`config.mk`:
```
export PLATFORM = sky130hd
export DESIGN_NAME = sac_conv_ctrl
export DESIGN_NICKNAME = d
export VERILOG_FILES = /design/src/sac_pkg.sv /design/src/sac_conv_ctrl.sv
export SDC_FILE = /design/constraint.sdc
export NUM_CORES = 1
export LEC_CHECK = 0
export CAP_MARGIN = 20
export CORE_ASPECT_RATIO = 0.8
export CORE_UTILIZATION = 57
export DETAILED_ROUTE_END_ITERATION = 16
export DONT_BUFFER_PORTS = 1
export PLACE_DENSITY_LB_ADDON = 0.08
export SYNTH_ARGS = -nofsm -noshare
export SYNTH_HDL_FRONTEND = slang
export SYNTH_SLANG_ARGS = --single-unit
```
`constraint.sdc`:
```
create_clock -name i_sys_clk -period 1.8 [get_ports i_sys_clk]
set_clock_uncertainty 0.05 [all_clocks]
set_input_delay 0.27 -clock i_sys_clk [delete_from_list [all_inputs] [get_ports i_sys_clk]]
set_output_delay 0.27 -clock i_sys_clk [all_outputs]
set_load 0.02 [all_outputs]
```
`src/sac_pkg.sv`:
```
// Purpose: Shared constants and types for the converter control block.
// Assumes: One 100 MHz system clock; Avalon-MM register access.
// Notes: Byte offsets of the two registers are word aligned.
package sac_pkg;
   // Register byte offsets.
   localparam logic [3:0] OFS_CTRL = 4'h0;
   localparam logic [3:0] OFS_RESULT = 4'h4;
   // Field positions inside the control register.
   localparam int POS_ENABLE = 0;
   localparam int POS_GO = 1;
   localparam int POS_CHAN = 2;
   localparam int POS_CLKSEL = 4;
   localparam int POS_PINCFG = 6;
   // Reset and wake value: upper six bits set, go and enable clear.
   localparam logic [7:0] CTRL_RESET = 8'hfc;
   // Value forced into clock select and channel select on sleep.
   localparam logic [1:0] SLEEP_FIELD = 2'h3;
   // Terminal counts (divisor minus one) for the three divided clock select codes.
   localparam logic [4:0] DIV16_LAST = 5'h0f;
   localparam logic [4:0] DIV8_LAST = 5'h07;
   localparam logic [4:0] DIV4_LAST = 5'h03;
   // Conversion timing in bit periods.
   localparam logic [3:0] TADS_PER_CONV = 4'hd;
   localparam logic [3:0] SAMPLE_TADS = 4'h3;
   localparam logic [3:0] DECIDE_LAST = 4'ha;
   // Marker one placed at the top of the result after sampling.
   localparam logic [7:0] MARKER_TOP = 8'h80;

   typedef enum logic [1:0] {PH_IDLE, PH_SAMPLE, PH_CONVERT} sac_phase_type;

   // Whole state of the control block.
   typedef struct packed {
      sac_phase_type phase;
      logic [7:0] ctrl;
      logic [7:0] result;
      logic [3:0] bit_conversion_period;
      logic [4:0] divcnt;
      logic [4:0] div_last;
      logic [1:0] chan;
      logic ack;
      logic [31:0] rdata;
      logic [1:0] cmp_sync;
   } sac_state_type;

   localparam sac_state_type STATE_RESET = '{phase: PH_IDLE, ctrl: CTRL_RESET,
      result: 8'h00, bit_conversion_period: 4'h0, divcnt: 5'h00, div_last: DIV16_LAST, chan: 2'h3,
      ack: 1'b0, rdata: 32'h0000_0000, cmp_sync: 2'h0};
endpackage

```
`src/sac_conv_ctrl.sv`:
```
// Purpose: Control of an 8-bit successive-approximation converter.
// Assumes: Comparator level arrives from the analog side, asynchronous.
// Notes: Sleep and wake are one-cycle pulses from core logic on i_sys_clk.

// Operation
// - Setting go while enabled starts conversion.
// - Hardware clears go when conversion finishes.
// - Clearing go aborts, keeping partial result.
// - Go cannot be set while disabled.
// - Sleep clears go and enable, halting.
// - Sleep forces clock and channel to 11.
// - Wake or reset loads upper ones, clears low.
// - Timing comes only from the system clock.
// - Clock select picks 16, 8, 4, internal; code 11 here divides i_sys_clk by INTERNAL_OSCILLATOR_DIV_LAST plus one.
// - Pin field enables analog input pins.
// - Channel field routes one of four inputs.
// - Enable powers the converter on or off.
// - Old result readable during sampling.
// - Clear, insert marker, shift in decisions.
// - Done after eight marker shifts.
// - Marker position shows valid upper bits.
// - Sleep leaves partial data after decisions.
// - Conversion always takes thirteen bit periods.
// - Clock select change waits for next start.
// - Channel change waits for conversion end.
// - Produces an eight-bit result.
module sac_conv_ctrl #(
   parameter logic [4:0] INTERNAL_OSCILLATOR_DIV_LAST = 5'h03
) (
   input wire logic i_sys_clk,
   input wire logic i_rstn,
   input wire logic [3:0] i_avs_address,
   input wire logic i_avs_read,
   input wire logic i_avs_write,
   input wire logic [31:0] i_avs_writedata,
   input wire logic [3:0] i_avs_byteenable,
   output logic [31:0] o_avs_readdata,
   output logic o_avs_waitrequest,
   input wire logic i_sleep,
   input wire logic i_wake,
   input wire logic i_cmp_high,
   output logic o_conv_power,
   output logic o_sampling,
   output logic o_converting,
   output logic [7:0] o_trial_code,
   output logic [3:0] o_channel_onehot,
   output logic [2:0] o_analog_pin_en
);
   sac_pkg::sac_state_type r;
   sac_pkg::sac_state_type next_r;

   logic tick;
   logic req;
   logic wr_ctrl;
   logic [7:0] wval;
   logic [3:0] idx;
   logic [7:0] mask;
   logic [4:0] sel_last;

   // Bus handshake: every access is answered on the cycle after it appears.
   assign req = i_avs_read | i_avs_write;
   assign o_avs_waitrequest = req & ~r.ack;
   assign wr_ctrl = i_avs_write & r.ack & i_avs_byteenable[0] & (i_avs_address == sac_pkg::OFS_CTRL);
   assign wval = i_avs_writedata[7:0];
   // A bit period ends when the divider reaches zero.
   assign tick = (r.divcnt == 5'h00);
   assign idx = r.bit_conversion_period - sac_pkg::SAMPLE_TADS;
   assign mask = sac_pkg::MARKER_TOP >> idx[2:0];

   // Divider terminal count for the clock select field being written.
   always_comb begin
      unique case (wval[sac_pkg::POS_CLKSEL +: 2])
         2'h0: sel_last = sac_pkg::DIV16_LAST;
         2'h1: sel_last = sac_pkg::DIV8_LAST;
         2'h2: sel_last = sac_pkg::DIV4_LAST;
         2'h3: sel_last = INTERNAL_OSCILLATOR_DIV_LAST;
      endcase
   end

   // Next-state logic for the bus slave, the sequencer and the register.
   always_comb begin
      next_r = r;
      next_r.cmp_sync = {r.cmp_sync[0], i_cmp_high};
      next_r.ack = req & ~r.ack;
      if (req && !r.ack) begin
         if (i_avs_read && i_avs_address == sac_pkg::OFS_CTRL) begin
            next_r.rdata = {24'h00_0000, r.ctrl};
         end else if (i_avs_read && i_avs_address == sac_pkg::OFS_RESULT) begin
            next_r.rdata = {24'h00_0000, r.result};
         end else begin
            next_r.rdata = 32'h0000_0000;
         end
      end
      // Conversion progress, one step per bit period.
      if (r.phase != sac_pkg::PH_IDLE) begin
         if (tick) begin
            next_r.divcnt = r.div_last;
            next_r.bit_conversion_period = r.bit_conversion_period + 4'h1;
            if (r.phase == sac_pkg::PH_SAMPLE && r.bit_conversion_period == sac_pkg::SAMPLE_TADS - 4'h1) begin
               next_r.phase = sac_pkg::PH_CONVERT;
               next_r.result = sac_pkg::MARKER_TOP;
            end
            if (r.phase == sac_pkg::PH_CONVERT && r.bit_conversion_period <= sac_pkg::DECIDE_LAST) begin
               // Decided bit replaces the marker, marker moves one place down.
               next_r.result = (r.result & ~mask) | (r.cmp_sync[1] ? mask : 8'h00)
                  | (mask >> 1);
            end
            if (r.bit_conversion_period == sac_pkg::TADS_PER_CONV - 4'h1) begin
               next_r.phase = sac_pkg::PH_IDLE;
               next_r.ctrl[sac_pkg::POS_GO] = 1'b0;
            end
         end else begin
            next_r.divcnt = r.divcnt - 5'h01;
         end
      end
      // Software writes to the control register.
      if (wr_ctrl) begin
         next_r.ctrl[7:2] = wval[7:2];
         next_r.ctrl[sac_pkg::POS_ENABLE] = wval[sac_pkg::POS_ENABLE];
         if (!wval[sac_pkg::POS_ENABLE] || !wval[sac_pkg::POS_GO]) begin
            // Disable or clearing go stops at once; result is left as is.
            next_r.phase = sac_pkg::PH_IDLE;
            next_r.ctrl[sac_pkg::POS_GO] = 1'b0;
            next_r.result = r.result;
         end else if (r.phase == sac_pkg::PH_IDLE) begin
            next_r.phase = sac_pkg::PH_SAMPLE;
            next_r.ctrl[sac_pkg::POS_GO] = 1'b1;
            next_r.bit_conversion_period = 4'h0;
            next_r.div_last = sel_last;
            next_r.divcnt = sel_last;
            next_r.chan = wval[sac_pkg::POS_CHAN +: 2];
         end else begin
            next_r.ctrl[sac_pkg::POS_GO] = 1'b1;
         end
      end
      // Sleep halts and forces the fields; wake restores the reset value.
      if (i_sleep) begin
         next_r.phase = sac_pkg::PH_IDLE;
         next_r.result = r.result;
         next_r.ctrl[sac_pkg::POS_GO] = 1'b0;
         next_r.ctrl[sac_pkg::POS_ENABLE] = 1'b0;
         next_r.ctrl[sac_pkg::POS_CLKSEL +: 2] = sac_pkg::SLEEP_FIELD;
         next_r.ctrl[sac_pkg::POS_CHAN +: 2] = sac_pkg::SLEEP_FIELD;
         next_r.ctrl[sac_pkg::POS_PINCFG +: 2] = r.ctrl[sac_pkg::POS_PINCFG +: 2];
      end else if (i_wake) begin
         next_r.phase = sac_pkg::PH_IDLE;
         next_r.ctrl = sac_pkg::CTRL_RESET;
      end
      // The routed channel tracks the field only between conversions.
      if (next_r.phase == sac_pkg::PH_IDLE) begin
         next_r.chan = next_r.ctrl[sac_pkg::POS_CHAN +: 2];
      end
   end

   // State register.
   always_ff @(posedge i_sys_clk or negedge i_rstn) begin
      if (!i_rstn) begin
         r <= sac_pkg::STATE_RESET;
      end else begin
         r <= next_r;
      end
   end

   // Outputs toward the analog front end and the bus.
   assign o_avs_readdata = r.rdata;
   assign o_conv_power = r.ctrl[sac_pkg::POS_ENABLE];
   assign o_sampling = (r.phase == sac_pkg::PH_SAMPLE);
   assign o_converting = (r.phase == sac_pkg::PH_CONVERT);
   assign o_trial_code = r.result;

   // Channel routing and analog pin enables.
   always_comb begin
      o_channel_onehot = 4'h1 << r.chan;
      unique case (r.ctrl[sac_pkg::POS_PINCFG +: 2])
         2'h0: o_analog_pin_en = 3'h0;
         2'h1: o_analog_pin_en = 3'h4;
         2'h2: o_analog_pin_en = 3'h5;
         2'h3: o_analog_pin_en = 3'h7;
      endcase
   end
endmodule

```
==> results of run 1 <==
## Yosys cell counts, types with 6 or more instances
cell type	instances
a22oi_1	10
a21oi_1	12
buf_4	41
dfrtp_1	32
o21ai_0	17
ha_1	8
nor2_1	23
dfstp_2	10
nand2_1	24
nor2b_1	6
nand3_1	9
nor3_1	10
clkbuf_1	6
inv_1	8
## logic make-up after synthesis
kind of cell               Yosys count  synth area share (%)
AOI/OAI and AO/OA                   68                 16.57
xor gates and xnor gates             7                 2.340
adders and majority gates            8                 3.821
buffers and inverters               58                 14.85
DFF                                 42                 40.59
muxes                                6                 2.340
other                                1                0.1431
and+or+nand+nor                     94                 19.34
## per-stage QoR
step | setup slack [ps] | area [µm²] | TNS (ps)
after global placement | -107.7 | 2597 | -599.2
final | -98.42 | 2883 | -564.0
after detailed placement | -129.6 | 2597 | -972.9
after global routing | -144.9 | 2883 | -1325
after CTS | -118.8 | 2810 | -802.0
after floorplan | -135.7 | 2709 | -845.2
## worst max-delay path, delay by kind of cell, from the launching register on
kind | cells | cell delay [ps]
buf+inv | 1 | 90
flops | 1 | 390
fa+ha+maj | 1 | 130
compound gates | 1 | 170
simple gates | 4 | 990
## flip-flops by register name, indices dropped and copies added, names as in the netlist
name,flops
r,24
o_avs_readdata,8
o_trial_code,8
next_r,1
o_conv_power,1
## layout by cell type (no fill, tap or decap), drive strengths merged, types with 2 or more instances in the layout
| cell type | Yosys | routed |
|---|---|---|
| ha | 8 | 8 |
| nand3 | 9 | 9 |
| conb | 1 | 24 |
| a41oi | 5 | 5 |
| nor3 | 12 | 12 |
| or2 | 2 | 2 |
| nand2 | 24 | 24 |
| a31oi | 5 | 5 |
| nand2b | 2 | 2 |
| o22a | 2 | 2 |
| mux2i | 5 | 5 |
| and2 | 4 | 4 |
| nor2b | 6 | 6 |
| o22ai | 4 | 4 |
| dfrtp | 32 | 32 |
| xor2 | 3 | 3 |
| o21ai | 22 | 22 |
| clkinvlp | 0 | 2 |
| buf | 42 | 28 |
| and3 | 3 | 3 |
| clkinv | 1 | 2 |
| nand4 | 2 | 2 |
| nor2 | 24 | 24 |
| clkbuf | 7 | 5 |
| o2bb2ai | 2 | 2 |
| inv | 8 | 8 |
| dfstp | 10 | 10 |
| a22oi | 10 | 10 |
| a21oi | 12 | 12 |
| o31ai | 2 | 2 |
| dlygate4sd3 | 0 | 5 |
| xnor2 | 4 | 4 |
## report_power, final
| group | switching [mW] | internal [mW] |
|---|---|---|
| Combinational | 0.237 | 0.151 |
| Sequential | 0.0552 | 0.993 |
| Clock | 0.349 | 0.273 |
| Total | 0.641 | 1.42 |
## per-layer routing
| layer | part of all wire [%] | vias to the layer above |
|---|---|---|
| li1 | - | 959 |
| met1 | 47 | 916 |
| met2 | 45 | 61 |
| met3 | 6.5 | 6 |
| met4 | 0.99 | 0 |
| met5 | 0 | - |
## worst paths after layout
path	slack, ps	endpoint	start	depth (start not counted)
setup reg to reg	-100	o_trial_code[1]	r[43]	7
hold / removal	30	r[65]	i_wake	2
min in group asynchronous	390	next_r[1]	i_rstn	2
setup / recovery	-100	o_trial_code[1]	r[43]	7
max in group asynchronous	1040	r[36]	i_rstn	2
hold reg to reg	310	r[1]	next_r[1]	0
## area by class of cell
class | instances | area (µm²) | share of cell area (%)
multi-input combinational | 207 | 1340 | 46.48
clock buffer | 5 | 68.82 | 2.387
sequential | 42 | 1064 | 36.89
inverter | 9 | 37.54 | 1.302
clock inverter | 3 | 21.27 | 0.7378
tap | 57 | 71.32 | 2.474
timing repair buffer | 33 | 280.3 | 9.722
## repair_timing
item / CTS / global route
hold buffers: 6 / 0
gates resized for setup: 10 / 16
endpoints found under the hold margin: 47 / 0
pin swaps: 9 / 7
endpoints found under the setup margin: 11 / 17
buffers inserted: 1 / 3
==> results by group, run 1 <==
Cells and area
  • Share of cells above drive strength 1: 25.08%
  • Fillers: 361
  • Antenna Cells: 0
  • Utilization after layout: 67.31%
  • Final Non-Filler Cells: 356
  • Synthesis-to-layout area growth: 10.03%
  • Final Net Count: 353

Logic synthesis
  • Post-synth EDFFs: 0
  • Top-area cell type share of the netlist area: 30.56%
  • Asr flop ratio synth: 100.0%
  • Ys flop type: dfrtp_1
  • Avg Cell Area, Syn: 9.225 µm²
  • Synth top area cells: dfrtp_1 31%, buf_4 12%, dfstp_2 10%
  • Synthesized flop and latch total: 42
  • Synth Warn #: 0
  • Post-Syn Area: 0.002620 mm²
  • Seq/Total Area, Yosys: 40.59%
  • Post-synthesis cell type count: 50
  • Mapped Cells: 284
  • Cell taking the most area after synthesis: dfrtp_1

Setup path
  • Worst endpoint required time: 1960 ps
  • Worst path cell trace: inv_2 > ha_4 > or4b_4 > nor2_8 > and3b_4 > nand2_4 > o31ai_2
  • Setup crit end kind: flip-flop
  • Crit-path max FO: 4
  • Slowest CP cell: or4b_4
  • Max incr delay on CP: 500 ps
  • Critical Path Start Type: flip-flop
  • Critical path type: flip-flop to flip-flop
  • CP arrival: 2060 ps

CTS
  • CTS Root Cell: clkbuf_8
  • Clk Latency, worst-skew pair: 300 ps
  • CTS tree: yes
  • CTS Buf Count: 5
  • Clk buf depth: 2
  • CTS H-tree lvls: 2
  • Clock slew at reported path FFs: 90 ps
  • Clock sink total: 42

Pwr
  • PD cells: 714.1 mW/mm²
  • Peak VDD IR: 0.4991 mV
  • Overall Power: 2.059 mW
  • Leak: 1.253 nW

Place
  • DP Cell Count: 338
  • Port bufs: 0
  • DPL Wire Length: 3803 µm
  • GPL Wtd Cong: 0.8417

Floorplanning
  • Top Ports: 98
  • Die Y: 62.64 µm
  • Row count: 21
  • DIE AREA: 0.004873 mm²
  • Total core area: 0.004283 mm²
  • Die X: 77.80 µm
  • Starting density of the core: 61.17%

Global route
  • Remaining global-route overflow: 0
  • Met2 Track Usage GR: 34.73%
  • Largest net degree at the start of global routing: 43
  • Vias in the first global route: 1,785
  • Met3 Use GR: 5.985%
  • GRT Util Overall: 23.37%
  • First-pass GRT wire length: 8845 µm
  • Initial antenna violation count: 0
  • Grt peak-use layer: met2
  • GRT met1 Usage: 33.90%

Worst hold path
  • Worst Hold Class: primary input to flip-flop

Job
  • Max cap viols: 0

Drt
  • Via density: 5.455
  • Drt initial violations: 117
  • DRC errors left: 0
  • Total Wirelength: 5440 µm
  • Final ANT Viol Nets: 0
  • Initial DRT Pass Iterations: 5
  • Wirelength per Cell: 15.28 µm
  • Via count: 1,942

STA
  • Final Slew Violations: 0
  • Rel. slew slack: 66.03%
  • Worst slew pin tran: 507.6 ps
  • PnR worst setup slack: -98.42 ps
  • Hold Slack: 25.85 ps
  • Crit path time final: 1898 ps
  • RSZ-0062 raised after global routing: yes
  • Part of the cycle the worst path needs: 105.5%
  • Max Freq: 526.8 MHz
  • Final hold viol count: 0
  • Endpoints failing setup: 10

Run status
  • Failing checks: setup timing
  • Status: finished with violations
Power figures use the tool's default switching activity.
==> inputs of run 2 (changes only) <==
--- a/config.mk
+++ b/config.mk
@@ -6,7 +6,7 @@
 export NUM_CORES = 1
 export LEC_CHECK = 0
 export CAP_MARGIN = 20
-export CORE_ASPECT_RATIO = 0.8
+export CORE_ASPECT_RATIO = 0.7
 export CORE_UTILIZATION = 57
 export DETAILED_ROUTE_END_ITERATION = 16
 export DONT_BUFFER_PORTS = 1
==> run 2 against run 1 <==
The run still ends with setup timing left. Sequential share of layout area is 0.41 points lower. Register-to-register slack hardly changed. Power is 5.7% higher. Highest routed layer unchanged. Critical path depth stayed put. Wire length is 1.9% higher. Sequential power hardly changed. Via count is 2.5% higher. First-iteration DRC count is 27% lower. Cell area is 1.1% higher.
==> results by group, run 2 (synthesized netlist as in run 1, its figures left out) <==
Run status
  • Status: finished with violations
  • Failing checks: setup timing

Cells and area
  • Finished Cell Area: 0.002915 mm² (+1.1%)
  • Final Non-Filler Cells: 356 (unchanged)
  • Fillers: 360 (-0.28%)
  • Antenna Cells: 0 (unchanged)
  • Final Net Count: 355 (+0.57%)
  • Most frequent cells in the layout: 32 x dfrtp_1, 26 x buf_4, 24 x conb_1, 23 x nand2_1, 21 x nor2_1
  • Number of flip-flops in the largest register: 24 (unchanged)
  • Utilization after layout: 66.57% (-0.74 points)
  • Share of cells above drive strength 1: 25.58% (+0.50 points)
  • Biggest register: r
  • Leading cell type in the layout, fill and taps excluded: dfrtp_1
  • Synthesis-to-layout area growth: 11.27%

CTS
  • CTS Buf Count: 5 (unchanged)
  • Clock sink total: 42 (unchanged)
  • Clk buf depth: 2 (unchanged)
  • CTS tree: yes
  • Clock slew at reported path FFs: 80 ps (about the same)
  • CTS H-tree lvls: 2 (unchanged)
  • Clk Latency, worst-skew pair: 300 ps (about the same)
  • CTS Root Cell: clkbuf_8

STA
  • Final hold viol count: 0 (unchanged)
  • Final Slew Violations: 0 (unchanged)
  • Rel. slew slack: 65.65% (-0.38 points)
  • Crit path time final: 1904 ps (+5.616 ps)
  • PnR worst setup slack: -104.0 ps (-5.616 ps)
  • Worst slew pin tran: 513.3 ps (+5.646 ps)
  • Part of the cycle the worst path needs: 105.8% (+0.31 points)
  • Hold Slack: 36.51 ps (+10.66 ps)
  • Endpoints failing setup: 10 (unchanged)
  • Total negative slack: -552.0 ps (+11.99 ps)
  • Max Freq: 525.2 MHz (-0.30%)
  • RSZ-0062 raised after global routing: yes

Drt
  • DRC errors left: 0 (unchanged)
  • Met2 wire length: 2561 µm (+3.9%)
  • Wl on met1: 2618 µm (+2.1%)
  • Via density: 5.593 (+2.5%)
  • Drt initial violations: 85 (-27%)
  • WL met3: 319 µm (-10%)
  • Via count: 1,991 (+2.5%)
  • Total Wirelength: 5544 µm (+1.9%)
  • Initial DRT Pass Iterations: 4 (-1)
  • Wirelength per Cell: 15.57 µm (+1.9%)
  • Uppermost layer routed: met4
  • Final ANT Viol Nets: 0 (unchanged)

Setup path
  • Crit-path max FO: 4 (unchanged)
  • CP arrival: 2070 ps (about the same)
  • Worst endpoint required time: 1960 ps (about the same)
  • Slowest CP cell: or4b_4
  • Setup crit end kind: flip-flop
  • Max incr delay on CP: 500 ps (about the same)
  • Crit path buf inv count: 1 (unchanged)
  • Worst path cell trace: inv_2 > ha_4 > or4b_4 > nor2_8 > and3b_4 > nand2_4 > o31ai_2
  • Critical Path Start Type: flip-flop
  • Critical path type: flip-flop to flip-flop
  • Delay-heaviest family, CP: simple AND/OR/NAND/NOR gates

Place
  • Placement Cell Area: 0.002603 mm² (+0.19%)
  • Dpl ws: -96.83 ps (+32.77 ps)
  • GPL Wtd Cong: 0.8485 (+0.81%)
  • DPL Wire Length: 3872 µm (+1.8%)
  • Port bufs: 0 (unchanged)
  • DP Cell Count: 337 (-0.30%)

Pwr
  • PD cells: 746.5 mW/mm² (+4.5%)
  • Overall Power: 2.176 mW (+5.7%)
  • Leak: 1.282 nW (+2.3%)
  • Peak VDD IR: 0.4053 mV (-19%)

Floorplanning
  • DIE AREA: 0.004876 mm² (about the same)
  • Die X: 83.04 µm (+6.7%)
  • Row count: 20 (-4.8%)
  • Total core area: 0.004379 mm² (+2.2%)
  • Top Ports: 98 (unchanged)
  • Die Y: 58.73 µm (-6.2%)
  • Starting density of the core: 59.83% (-1.3 points)

Job
  • Max cap viols: 0 (unchanged)

Global route
  • Vias in the first global route: 1,835 (+2.8%)
  • Largest net degree at the start of global routing: 43 (unchanged)
  • Initial antenna violation count: 0 (unchanged)
  • First-pass GRT wire length: 9045 µm (+2.3%)
  • Remaining global-route overflow: 0 (unchanged)
  • GRT Util Overall: 23.69% (+0.32 points)

Worst hold path
  • Worst Hold Class: primary input to flip-flop
## run 2: cell count changes in the layout (fill, tap and decap cells not counted), sizes merged
cell / previous run / this run
bufinv: 0 / 1
buf: 28 / 30
clkinvlp: 2 / 1
## run 2: area by class of cell
class | instances | area (µm²) | share of cell area [%]
clock buffer | 5 | 68.82 | 2.361
clock inverter | 3 | 40.04 | 1.373
inverter | 9 | 37.54 | 1.288
multi-input combinational | 207 | 1338 | 45.88
sequential | 42 | 1064 | 36.48
tap | 55 | 68.82 | 2.361
timing repair buffer | 35 | 299.0 | 10.26
## run 2: power breakdown
part / internal, mW / switching (mW)
Combinational: 0.150 / 0.236
Sequential: 0.993 / 0.0549
Clock: 0.408 / 0.334
Total: 1.55 / 0.625
## run 2: worst paths after layout
check | from | end | slack, ps | depth (start not counted)
max in group asynchronous | i_rstn | r[63] | 1050 | 2
worst min register to register | next_r[1] | r[1] | 310 | 0
worst max register to register | r[43] | o_trial_code[2] | -100 | 7
worst max-delay path | r[43] | o_trial_code[2] | -100 | 7
worst min-delay path | i_avs_writedata[5] | r[64] | 40 | 2
min in group asynchronous | i_rstn | o_trial_code[7] | 380 | 2
## run 2: timing repair
item / CTS / global route
setup endpoints to repair: 10 / 17
buffers inserted: 1 / 4
hold buffers: 6 / 0
resized for setup: 9 / 17
endpoints found under the hold margin: 47 / 0
cloned: 0 / 0
pin swaps: 8 / 10
## run 2: routing by layer
layer  vias up  global-route usage, %
li1        967                      -
met1       953                  32.38
met2        66                  37.82
met3         5                  6.171
met4         0                  6.650
met5         -                      0
